[src/dct_pkg.sv]
// constants and register map of the converter channel 1 trigger and interrupt block
// Function
// RULE1 - trigger line select bits 6:4 pick line
// RULE2 - source bit 2: data write or trigger
// RULE3 - auto refresh bit 1 enables periodic refresh
// RULE4 - refresh interval comes from main control register
// RULE5 - enable bit 5 gates channel 1 underflow
// RULE6 - enable bit 4 gates channel 0 underflow
// RULE7 - enable bit 1 gates channel 1 completion
// RULE8 - enable bit 0 gates channel 0; resets zero
// RULE9 - software writes zero to reserved bits
// RULE10 - channel enable bit 0 allows any conversion
// RULE11 - interrupt high while enabled flag set
// RULE12 - flags at bits 5,4,1,0 gated by enables
// RULE13 - data valid set on write, cleared on use
package dct_pkg;
	// register byte offsets
	localparam logic [7:0] OFS_MAIN_CTRL = 8'h00;
	localparam logic [7:0] OFS_STATUS = 8'h04;
	localparam logic [7:0] OFS_CH1_CTRL = 8'h0c;
	localparam logic [7:0] OFS_IRQ_EN = 8'h10;
	localparam logic [7:0] OFS_IRQ_FLAG = 8'h14;
	localparam logic [7:0] OFS_IRQ_SET = 8'h18;
	localparam logic [7:0] OFS_IRQ_CLR = 8'h1c;
	localparam logic [7:0] OFS_CH0_DATA = 8'h20;
	localparam logic [7:0] OFS_CH1_DATA = 8'h24;
	localparam logic [7:0] OFS_COMB_DATA = 8'h28;
	// channel 1 control fields
	localparam int CH1_EN_BIT = 0;
	localparam int CH1_REFR_BIT = 1;
	localparam int CH1_SRC_BIT = 2;
	localparam int CH1_SEL_LSB = 4;
	localparam int CH1_SEL_W = 3;
	localparam logic [31:0] CH1_CTRL_MASK = 32'h0000_0077;
	localparam logic [31:0] CH1_CTRL_RST = 32'h0000_0000;
	// main control: refresh period select field
	localparam int REFR_SEL_LSB = 20;
	localparam int REFR_SEL_W = 2;
	localparam logic [31:0] MAIN_CTRL_MASK = 32'h0030_0000;
	localparam logic [31:0] MAIN_CTRL_RST = 32'h0000_0000;
	// interrupt flag / enable layout
	localparam int IRQ_CH0_DONE = 0;
	localparam int IRQ_CH1_DONE = 1;
	localparam int IRQ_CH0_UF = 4;
	localparam int IRQ_CH1_UF = 5;
	localparam logic [5:0] IRQ_MASK = 6'h33;
	localparam logic [5:0] IRQ_RST = 6'h00;
	// status bits
	localparam int STAT_CH0_DV = 0;
	localparam int STAT_CH1_DV = 1;
	// data word layout
	localparam int DATA_W = 12;
	localparam int COMB_CH1_LSB = 16;
	// bus response codes
	localparam logic [1:0] RESP_OKAY = 2'h0;
	localparam logic [1:0] RESP_SLVERR = 2'h2;
	// shortest refresh period in clock cycles, doubled per select step
	localparam int REFR_UNIT_CYC = 8;
endpackage : dct_pkg

[src/dct_sync.sv]
// two-stage synchroniser with rising edge detect for trigger lines
`timescale 1ns/1ps
module dct_sync import dct_pkg::*; #(
	parameter int W = 8
) (
	// clock and reset
	input wire logic clock,
	input wire logic resetn,
	// asynchronous lines in
	input wire logic [W-1:0] lines_in,
	// synchronised level and rising edge pulse out
	output logic [W-1:0] level,
	output logic [W-1:0] rise
);
	logic [W-1:0] meta_q;
	logic [W-1:0] sync_q;
	logic [W-1:0] last_q;

	// first flop feeds only the second; edges are taken after stage two
	always_ff @(posedge clock) begin
		if (!resetn) begin
			meta_q <= '0;
			sync_q <= '0;
			last_q <= '0;
		end else begin
			meta_q <= lines_in;
			sync_q <= meta_q;
			last_q <= sync_q;
		end
	end

	assign level = sync_q;
	assign rise = sync_q & ~last_q;
endmodule : dct_sync

[src/dct_top.sv]
// converter channel 1 trigger control, refresh timer and interrupt logic with axi4-lite slave
`timescale 1ns/1ps
module dct_top import dct_pkg::*; #(
	parameter int LINES = 8,
	parameter int REFR_UNIT = REFR_UNIT_CYC
) (
	// clock and reset
	input wire logic clock,
	input wire logic resetn,
	// axi4-lite write address
	input wire logic [7:0] s_axi_awaddr,
	input wire logic s_axi_awvalid,
	output logic s_axi_awready,
	// axi4-lite write data
	input wire logic [31:0] s_axi_wdata,
	input wire logic [3:0] s_axi_wstrb,
	input wire logic s_axi_wvalid,
	output logic s_axi_wready,
	// axi4-lite write response
	output logic [1:0] s_axi_bresp,
	output logic s_axi_bvalid,
	input wire logic s_axi_bready,
	// axi4-lite read address
	input wire logic [7:0] s_axi_araddr,
	input wire logic s_axi_arvalid,
	output logic s_axi_arready,
	// axi4-lite read data
	output logic [31:0] s_axi_rdata,
	output logic [1:0] s_axi_rresp,
	output logic s_axi_rvalid,
	input wire logic s_axi_rready,
	// event trigger network lines, asynchronous
	input wire logic [LINES-1:0] trigger_lines,
	// channel 0 events from the converter core, same clock
	input wire logic chan0_conv_done_evt,
	input wire logic chan0_underflow_evt,
	input wire logic chan0_data_used,
	// channel 1 converter core side
	output logic chan1_conv_start,
	output logic [DATA_W-1:0] chan1_conv_data,
	output logic chan1_on,
	// interrupt request
	output logic irq
);
	////////////////////////////////////////////////////////////////////////////
	// elaboration checks, refused parameter values stop the build
	if (LINES != (1 << CH1_SEL_W)) $error("trigger line count must match select width");
	if (REFR_UNIT < 1) $error("refresh unit must be at least one cycle");

	localparam int REFR_MAX = REFR_UNIT << ((1 << REFR_SEL_W) - 1);
	localparam int RC_W = $clog2(REFR_MAX + 1);

	// merge new write data into a word under byte strobes and a field mask
	function automatic logic [31:0] merge_word(input logic [31:0] old_v,
		input logic [31:0] new_v, input logic [3:0] strb, input logic [31:0] mask);
		logic [31:0] be;
		be = {{8{strb[3]}}, {8{strb[2]}}, {8{strb[1]}}, {8{strb[0]}}};
		merge_word = ((old_v & ~be) | (new_v & be)) & mask;
	endfunction : merge_word

	////////////////////////////////////////////////////////////////////////////
	// bus slave state

	logic awready_q;
	logic wready_q;
	logic bvalid_q;
	logic [1:0] bresp_q;
	logic arready_q;
	logic rvalid_q;
	logic [31:0] rdata_q;
	logic [1:0] rresp_q;
	logic [7:0] waddr_q;
	logic [31:0] wdata_q;
	logic [3:0] wstrb_q;
	logic aw_have_q;
	logic w_have_q;

	wire aw_take = s_axi_awvalid & awready_q;
	wire w_take = s_axi_wvalid & wready_q;
	// a write is executed once both halves are held and no response is pending
	wire do_wr = aw_have_q & w_have_q & ~bvalid_q;
	wire ar_take = s_axi_arvalid & arready_q;
	wire b_done = bvalid_q & s_axi_bready;
	wire r_done = rvalid_q & s_axi_rready;

	// write address and data latches, taken in either order
	always_ff @(posedge clock) begin
		if (!resetn) begin
			awready_q <= 1'b1;
			wready_q <= 1'b1;
			aw_have_q <= 1'b0;
			w_have_q <= 1'b0;
			waddr_q <= 8'h00;
			wdata_q <= 32'h0000_0000;
			wstrb_q <= 4'h0;
		end else begin
			if (aw_take) begin
				awready_q <= 1'b0;
				aw_have_q <= 1'b1;
				waddr_q <= s_axi_awaddr;
			end
			if (w_take) begin
				wready_q <= 1'b0;
				w_have_q <= 1'b1;
				wdata_q <= s_axi_wdata;
				wstrb_q <= s_axi_wstrb;
			end
			if (b_done) begin
				awready_q <= 1'b1;
				wready_q <= 1'b1;
				aw_have_q <= 1'b0;
				w_have_q <= 1'b0;
			end
		end
	end

	// write address decode
	wire wr_main = do_wr & (waddr_q == OFS_MAIN_CTRL);
	wire wr_ch1c = do_wr & (waddr_q == OFS_CH1_CTRL);
	wire wr_ien = do_wr & (waddr_q == OFS_IRQ_EN);
	wire wr_ifs = do_wr & (waddr_q == OFS_IRQ_SET);
	wire wr_ifc = do_wr & (waddr_q == OFS_IRQ_CLR);
	wire wr_d0 = do_wr & (waddr_q == OFS_CH0_DATA);
	wire wr_d1 = do_wr & (waddr_q == OFS_CH1_DATA);
	wire wr_dc = do_wr & (waddr_q == OFS_COMB_DATA);
	wire wr_hit = wr_main | wr_ch1c | wr_ien | wr_ifs | wr_ifc | wr_d0 | wr_d1 | wr_dc;

	// write response, slave error for unmapped or read-only offsets
	always_ff @(posedge clock) begin
		if (!resetn) begin
			bvalid_q <= 1'b0;
			bresp_q <= RESP_OKAY;
		end else if (do_wr) begin
			bvalid_q <= 1'b1;
			bresp_q <= wr_hit ? RESP_OKAY : RESP_SLVERR;
		end else if (b_done) begin
			bvalid_q <= 1'b0;
		end
	end

	////////////////////////////////////////////////////////////////////////////
	// software registers

	logic [31:0] main_ctrl_q;
	logic [31:0] ch1_ctrl_q;
	logic [5:0] ien_q;
	logic [DATA_W-1:0] ch1_data_q;

	wire [DATA_W-1:0] comb_ch1 = DATA_W'(wdata_q >> COMB_CH1_LSB);
	wire [31:0] ien_wide = {26'h0, ien_q};
	wire [31:0] ien_merged = merge_word(ien_wide, wdata_q, wstrb_q, {26'h0, IRQ_MASK});

	// reserved bits are masked on write so they always read zero
	always_ff @(posedge clock) begin
		if (!resetn) begin
			main_ctrl_q <= MAIN_CTRL_RST;
			ch1_ctrl_q <= CH1_CTRL_RST; // RULE8
			ien_q <= IRQ_RST; // RULE8
			ch1_data_q <= '0;
		end else begin
			if (wr_main)
				main_ctrl_q <= merge_word(main_ctrl_q, wdata_q, wstrb_q, MAIN_CTRL_MASK);
			if (wr_ch1c)
				ch1_ctrl_q <= merge_word(ch1_ctrl_q, wdata_q, wstrb_q, CH1_CTRL_MASK); // RULE9
			if (wr_ien)
				ien_q <= ien_merged[5:0]; // RULE9
			if (wr_d1)
				ch1_data_q <= wdata_q[DATA_W-1:0];
			else if (wr_dc)
				ch1_data_q <= comb_ch1;
		end
	end

	// field views of channel 1 control
	wire ch1_en = ch1_ctrl_q[CH1_EN_BIT];
	wire ch1_refr = ch1_ctrl_q[CH1_REFR_BIT];
	wire ch1_src = ch1_ctrl_q[CH1_SRC_BIT];
	wire [CH1_SEL_W-1:0] ch1_sel = ch1_ctrl_q[CH1_SEL_LSB +: CH1_SEL_W];
	wire [REFR_SEL_W-1:0] refr_sel = main_ctrl_q[REFR_SEL_LSB +: REFR_SEL_W];

	////////////////////////////////////////////////////////////////////////////
	// trigger selection and conversion start

	logic [LINES-1:0] trig_rise;

	dct_sync #(
		.W(LINES)
	) u_sync (
		.clock(clock),
		.resetn(resetn),
		.lines_in(trigger_lines),
		.level(), // only edges start conversions
		.rise(trig_rise)
	);

	wire trig_hit = trig_rise[ch1_sel]; // RULE1
	wire data_start = ~ch1_src & (wr_d1 | wr_dc); // RULE2
	wire line_start = ch1_src & trig_hit; // RULE2
	wire new_start = ch1_en & (data_start | line_start); // RULE10

	// refresh timer; period doubles per select step, counted only while refresh runs
	logic [RC_W-1:0] refr_cnt_q;
	wire [31:0] refr_period = REFR_UNIT << refr_sel; // RULE4
	wire [RC_W-1:0] refr_last = RC_W'(refr_period - 1);
	wire refr_run = ch1_en & ch1_refr; // RULE3
	wire refr_tick = refr_run & (refr_cnt_q == refr_last); // RULE3

	always_ff @(posedge clock) begin
		if (!resetn)
			refr_cnt_q <= '0;
		else if (!refr_run | refr_tick | (refr_cnt_q > refr_last))
			refr_cnt_q <= '0;
		else
			refr_cnt_q <= refr_cnt_q + 1'b1;
	end

	// data valid flags; a write in the same cycle as a use keeps the flag set
	logic ch0_dv_q;
	logic ch1_dv_q;
	wire ch1_used = new_start & ch1_dv_q;
	wire ch1_uf = line_start & ch1_en & ~ch1_dv_q;

	always_ff @(posedge clock) begin
		if (!resetn) begin
			ch0_dv_q <= 1'b0;
			ch1_dv_q <= 1'b0;
		end else begin
			ch0_dv_q <= (wr_d0 | wr_dc) | (ch0_dv_q & ~chan0_data_used); // RULE13
			ch1_dv_q <= (wr_d1 | wr_dc) | (ch1_dv_q & ~ch1_used); // RULE13
		end
	end

	// value that is being written this cycle when the start is data-driven
	wire [DATA_W-1:0] ch1_data_next = wr_d1 ? wdata_q[DATA_W-1:0] : comb_ch1;
	// start pulse to the core; a refresh reconverts the held word without using new data
	logic start_q;
	logic [DATA_W-1:0] conv_data_q;
	logic on_q;
	logic done_q;

	always_ff @(posedge clock) begin
		if (!resetn) begin
			start_q <= 1'b0;
			conv_data_q <= '0;
			on_q <= 1'b0;
			done_q <= 1'b0;
		end else begin
			start_q <= new_start | refr_tick; // RULE3
			if (new_start & (data_start | ch1_dv_q))
				conv_data_q <= data_start ? ch1_data_next : ch1_data_q[DATA_W-1:0];
			on_q <= ch1_en; // RULE10
			done_q <= start_q;
		end
	end

	////////////////////////////////////////////////////////////////////////////
	// interrupt flags, set wins over clear

	logic [5:0] flags_q;
	logic irq_q;
	logic [5:0] hw_set;
	wire [5:0] sw_set = wr_ifs ? (wdata_q[5:0] & IRQ_MASK) : 6'h00;
	wire [5:0] sw_clr = wr_ifc ? (wdata_q[5:0] & IRQ_MASK) : 6'h00;

	always_comb begin
		hw_set = 6'h00;
		hw_set[IRQ_CH0_DONE] = chan0_conv_done_evt; // RULE12
		hw_set[IRQ_CH1_DONE] = done_q; // RULE12
		hw_set[IRQ_CH0_UF] = chan0_underflow_evt; // RULE12
		hw_set[IRQ_CH1_UF] = ch1_uf; // RULE12
	end

	wire [5:0] flags_d = (flags_q & ~sw_clr) | hw_set | sw_set;
	wire [5:0] pending = flags_d & ien_q; // RULE5 RULE6 RULE7 RULE8

	always_ff @(posedge clock) begin
		if (!resetn) begin
			flags_q <= IRQ_RST;
			irq_q <= 1'b0;
		end else begin
			flags_q <= flags_d;
			irq_q <= |pending; // RULE11
		end
	end

	////////////////////////////////////////////////////////////////////////////
	// read path

	wire rd_main = s_axi_araddr == OFS_MAIN_CTRL;
	wire rd_stat = s_axi_araddr == OFS_STATUS;
	wire rd_ch1c = s_axi_araddr == OFS_CH1_CTRL;
	wire rd_ien = s_axi_araddr == OFS_IRQ_EN;
	wire rd_flag = s_axi_araddr == OFS_IRQ_FLAG;
	wire rd_wo = (s_axi_araddr == OFS_IRQ_SET) | (s_axi_araddr == OFS_IRQ_CLR) |
		(s_axi_araddr == OFS_CH0_DATA) | (s_axi_araddr == OFS_CH1_DATA) |
		(s_axi_araddr == OFS_COMB_DATA);
	wire rd_hit = rd_main | rd_stat | rd_ch1c | rd_ien | rd_flag | rd_wo;
	wire [31:0] stat_word = {30'h0, ch1_dv_q, ch0_dv_q};
	// write-only offsets read as zero
	wire [31:0] rd_word = rd_main ? main_ctrl_q :
		rd_stat ? stat_word :
		rd_ch1c ? ch1_ctrl_q :
		rd_ien ? {26'h0, ien_q} :
		rd_flag ? {26'h0, flags_q} : 32'h0000_0000;

	// read data is captured at the address edge and held until taken
	always_ff @(posedge clock) begin
		if (!resetn) begin
			arready_q <= 1'b1;
			rvalid_q <= 1'b0;
			rdata_q <= 32'h0000_0000;
			rresp_q <= RESP_OKAY;
		end else if (ar_take) begin
			arready_q <= 1'b0;
			rvalid_q <= 1'b1;
			rdata_q <= rd_word;
			rresp_q <= rd_hit ? RESP_OKAY : RESP_SLVERR;
		end else if (r_done) begin
			arready_q <= 1'b1;
			rvalid_q <= 1'b0;
		end
	end

	////////////////////////////////////////////////////////////////////////////
	// outputs

	assign s_axi_awready = awready_q;
	assign s_axi_wready = wready_q;
	assign s_axi_bvalid = bvalid_q;
	assign s_axi_bresp = bresp_q;
	assign s_axi_arready = arready_q;
	assign s_axi_rvalid = rvalid_q;
	assign s_axi_rdata = rdata_q;
	assign s_axi_rresp = rresp_q;
	assign chan1_conv_start = start_q;
	assign chan1_conv_data = conv_data_q;
	assign chan1_on = on_q;
	assign irq = irq_q;
endmodule : dct_top

[config.mk]
export PLATFORM = sky130hd
export DESIGN_NAME = dct_top
export DESIGN_NICKNAME = d
export VERILOG_FILES = /design/src/dct_pkg.sv /design/src/dct_sync.sv /design/src/dct_top.sv
export SDC_FILE = /design/constraint.sdc
export NUM_CORES = 1
export LEC_CHECK = 0
export BUFFER_PORTS_ARGS = -buffer_cell sky130_fd_sc_hd__buf_2
export CORE_MARGIN = 5
export CORE_UTILIZATION = 50
export CTS_BUF_LIST = sky130_fd_sc_hd__clkbuf_4
export DETAILED_ROUTE_END_ITERATION = 8
export GPL_TIMING_DRIVEN = 0
export MAX_ROUTING_LAYER = met4
export PLACE_DENSITY = 0.88
export SETUP_SLACK_MARGIN = 0.1
export SKIP_CTS_REPAIR_TIMING = 1
export SLEW_MARGIN = 25
export SYNTH_ARGS = -nofsm -noshare
export SYNTH_HDL_FRONTEND = slang
export SYNTH_SLANG_ARGS = --single-unit
[constraint.sdc]
create_clock -name clock -period 2.1 [get_ports clock]
set_input_delay 0.105 -clock clock [delete_from_list [all_inputs] [get_ports clock]]
set_output_delay 0.105 -clock clock [all_outputs]
set_load 0.02 [all_outputs]
==> run_results.csv <==
group,metric,value,unit
sta,fin_crit_sh,115,%
routing,firstDrtPassIters,6,
global_route,grt_pass1_vias,4386,
sta,drv_slew,0,
setup_path,slowest_stage,"or4_4",
sta,slew_headroom,57.7,%
layout,layout_common_cells,"126 x dfxtp_1, 114 x nand2_1, 87 x buf_2",
setup_path,endpoint_kind,"flip-flop",
setup_path,crit_chain,"or4_4 -> buf_6 -> or4_4 -> buf_12 -> mux2_4 -> o211ai_1 -> mux2i_1",
routing,via_per_inst,5.22,
layout,area.growth.synth_to_final,30.2,%
sta,hold_viol_final,1,
logic_synthesis,synth_area_leaders,"dfxtp_1 46%, nand2_1 8.3%, a21oi_1 5.5%",
global_route,grt.total_usage,20.3,%
clock_tree,htree_levels,4,
logic_synthesis,synth_edf_count,0,
clock_tree,clock-sinks,128,
status,status,"complete, but fails checks",
power,power_density,673,mW/mm2
sta,clock_skew,0.0173,ns
global_route,grt_first_pass_wirelength,20.5,mm
die,start_util,50.9,%
power,p_leak,0.00301,uW
logic_synthesis,synth_cells,631,
sta,tightest_slew,0.635,ns
logic_synthesis,synth_top_family_by_area,"simple AND/OR/NAND/NOR gates",
routing,wl_per_cell,15.1,um
clock_tree,clk_path_buf_depth,2,
logic_synthesis,synth.top_cell.area_share,46.5,%
hold_path,whs_path_depth,3,
setup_path,critical_path_class,"flip-flop to flip-flop",
logic_synthesis,synth_compound_area_share,13.5,%
die,dieArea,0.0132,mm2
job,drv_cap,0,
placement,gp_congestion,0.884,
global_route,grt_overflow,0,
logic_synthesis,yosysTopAreaCell,"dfxtp_1",
layout,final_common_cell,"dfxtp_1",
routing,drtIter0Drc,518,
global_route,grt_start_max_net_pins,17,
die,ios,126,
clock_tree,clkLatencyLatePin,0.54,ns
layout,nets,893,
sta,finalSetupViolCount,26,
logic_synthesis,netlist_area,0.00551,mm2
setup_path,cp.arrival,2.84,ns
status,violations,"hold timing, setup timing",
placement,dp.cells,882,
setup_path,start_kind,"flip-flop",
logic_synthesis,synth_cell_types,60,
logic_synthesis,synth_simple_gate_area_share,22.3,%
sta,max_freq,413,MHz
logic_synthesis,synthXorXnorAreaFrac,0.794,%
logic_synthesis,synthAdderAreaFrac,1.13,%
setup_path,path_depth,7,
routing,ant_nets,0,
sta,fin_crit,2.42,ns
power,vdd_drop_max,0.414,mV
setup_path,worst-path-max-fanout,5,
layout,drive_gt1_share,23.5,%
layout,fin_cells,972,
placement,numPortBuffers,86,
routing,routed_wl,14.7,mm
setup_path,path_delay_family,"simple AND/OR/NAND/NOR gates",
clock_tree,numCtsBuffers,17,
logic_synthesis,ys_seq_elements,128,
routing,drc,0,
sta,worst_slack,-0.320,ns
placement,dpl_worst_slack,-0.315,ns
die,core,0.0108,mm2
routing,detailroute.via_count,5074,
layout,n_fill_cell,826,
global_route,antenna_found_initial,1,
die,die_y,115,um
die,die-width,115,um
sta,rsz0062_at_grt,"true",
setup_path,ff2ff_path_depth,7,
logic_synthesis,post_synth_mux_area_share,8.67,%
setup_path,cp.required,2.52,ns
logic_synthesis,synthFlopType,"dfxtp_1",
setup_path,slowest_delay,0.54,ns
hold_path,min_path_type,"input pin to flip-flop",
setup_path,cp_common_cell,"or4_4",
clock_tree,cts_tree,"yes",
logic_synthesis,syn_avg_cell_area,8.74,um2
die,fp-row-count,38,
logic_synthesis,yosys_warnings,0,
setup_path,path_buf_inv,2,
placement,hpwl,9.94,mm
clock_tree,root_buffer,"clkbuf_4",
logic_synthesis,yosysSeqAreaShare,46.5,%
logic_synthesis,async_flop_share,0,%
sta,holdWs,-0.00199,ns
clock_tree,cts.clk_slew.worst_paths,0.11,ns
==> synth_stat cells (10+ instances only) <==
master / n
a21oi_1: 61
nor2_1: 32
mux2_4: 10
mux2i_1: 26
nand2b_1: 10
nand2_1: 122
nor2b_1: 11
o21bai_1: 12
clkbuf_1: 34
nand3_1: 20
buf_4: 26
o211ai_1: 12
dfxtp_1: 128
and2_1: 28
==> logic make-up (layout without fill, tap and decap cells) <==
logic type               after synthesis  after routing
AO/OA/AOI/OAI                        119            119
XOR/XNOR                               5              5
adder cells (fa/ha/maj)                5              5
buffers and inverters                 74            249
flip-flops                           128            128
multiplexers                          40             40
other                                  2             28
AND/OR/NAND/NOR                      258            258
==> layout make-up <==
cell class / instances / area (um2) / area share, %
tap: 140 / 175 / 2.44
clock buffer: 19 / 143 / 1.99
timing repair buffer: 143 / 998 / 13.9
sequential: 128 / 2560 / 35.7
antenna: 1 / 2.50 / 0.0348
buffer: 64 / 369 / 5.14
multi-input combinational: 454 / 2750 / 38.2
inverter: 10 / 37.5 / 0.523
clock inverter: 13 / 145 / 2.02
==> final timing paths <==
| path | startpoint | slack (ns) | end |
|---|---|---|---|
| min reg2reg | u_sync.meta_q[6] | 0.43 | u_sync.level[6] |
| max reg2reg | waddr_q[1] | -0.32 | chan1_conv_data[1] |
| min | resetn | -0.002 | chan1_on |
| max | waddr_q[1] | -0.32 | chan1_conv_data[1] |
==> tightest hold or removal path: stages <==
cell,delay (ns)
clkbuf_1,0.15
nand2_1,0.16
inv_1,0.08
==> stage by stage <==
step	utilization (%)	power [uW]	hold slack (ns)	TNS [ns]	instance area [um2]
after floorplan	-	2920	0.205	-2.47	5620
after global placement	57.4	3050	0.312	-5.28	6220
after detailed placement	57.4	3070	0.314	-5.80	6220
after CTS	60.1	4740	-0.286	-6.43	6510
after global routing	66.3	5020	0.000597	-7.73	7180
final	66.3	4830	-0.00199	-5.21	7180
==> sequential cells by signal, summed over array words and instances, names as in the netlist, 2 cells and up, named ones only <==
name,flops
ch1_data_q,12
u_sync.level,8
s_axi_rdata,8
wdata_q,24
wstrb_q,2
u_sync.meta_q,8
refr_cnt_q,7
u_sync.last_q,8
chan1_conv_data,12
flags_q,4
waddr_q,8
==> routing by layer <==
layer	vias to the layer above	part of all wire, %	wire [um]	global-route usage (%)
met1	2272	40	5830	25.4
met2	240	48	7060	31.2
li1	2500	-	-	-
met4	0	4.0	590	8.84
met3	62	8.2	1200	4.79
met5	-	0	0	-
==> where the power goes <==
group          internal, uW  switching [uW]
Combinational           259             314
Sequential             2500            51.7
Clock                   830             876
Power figures use the tool's default switching activity.
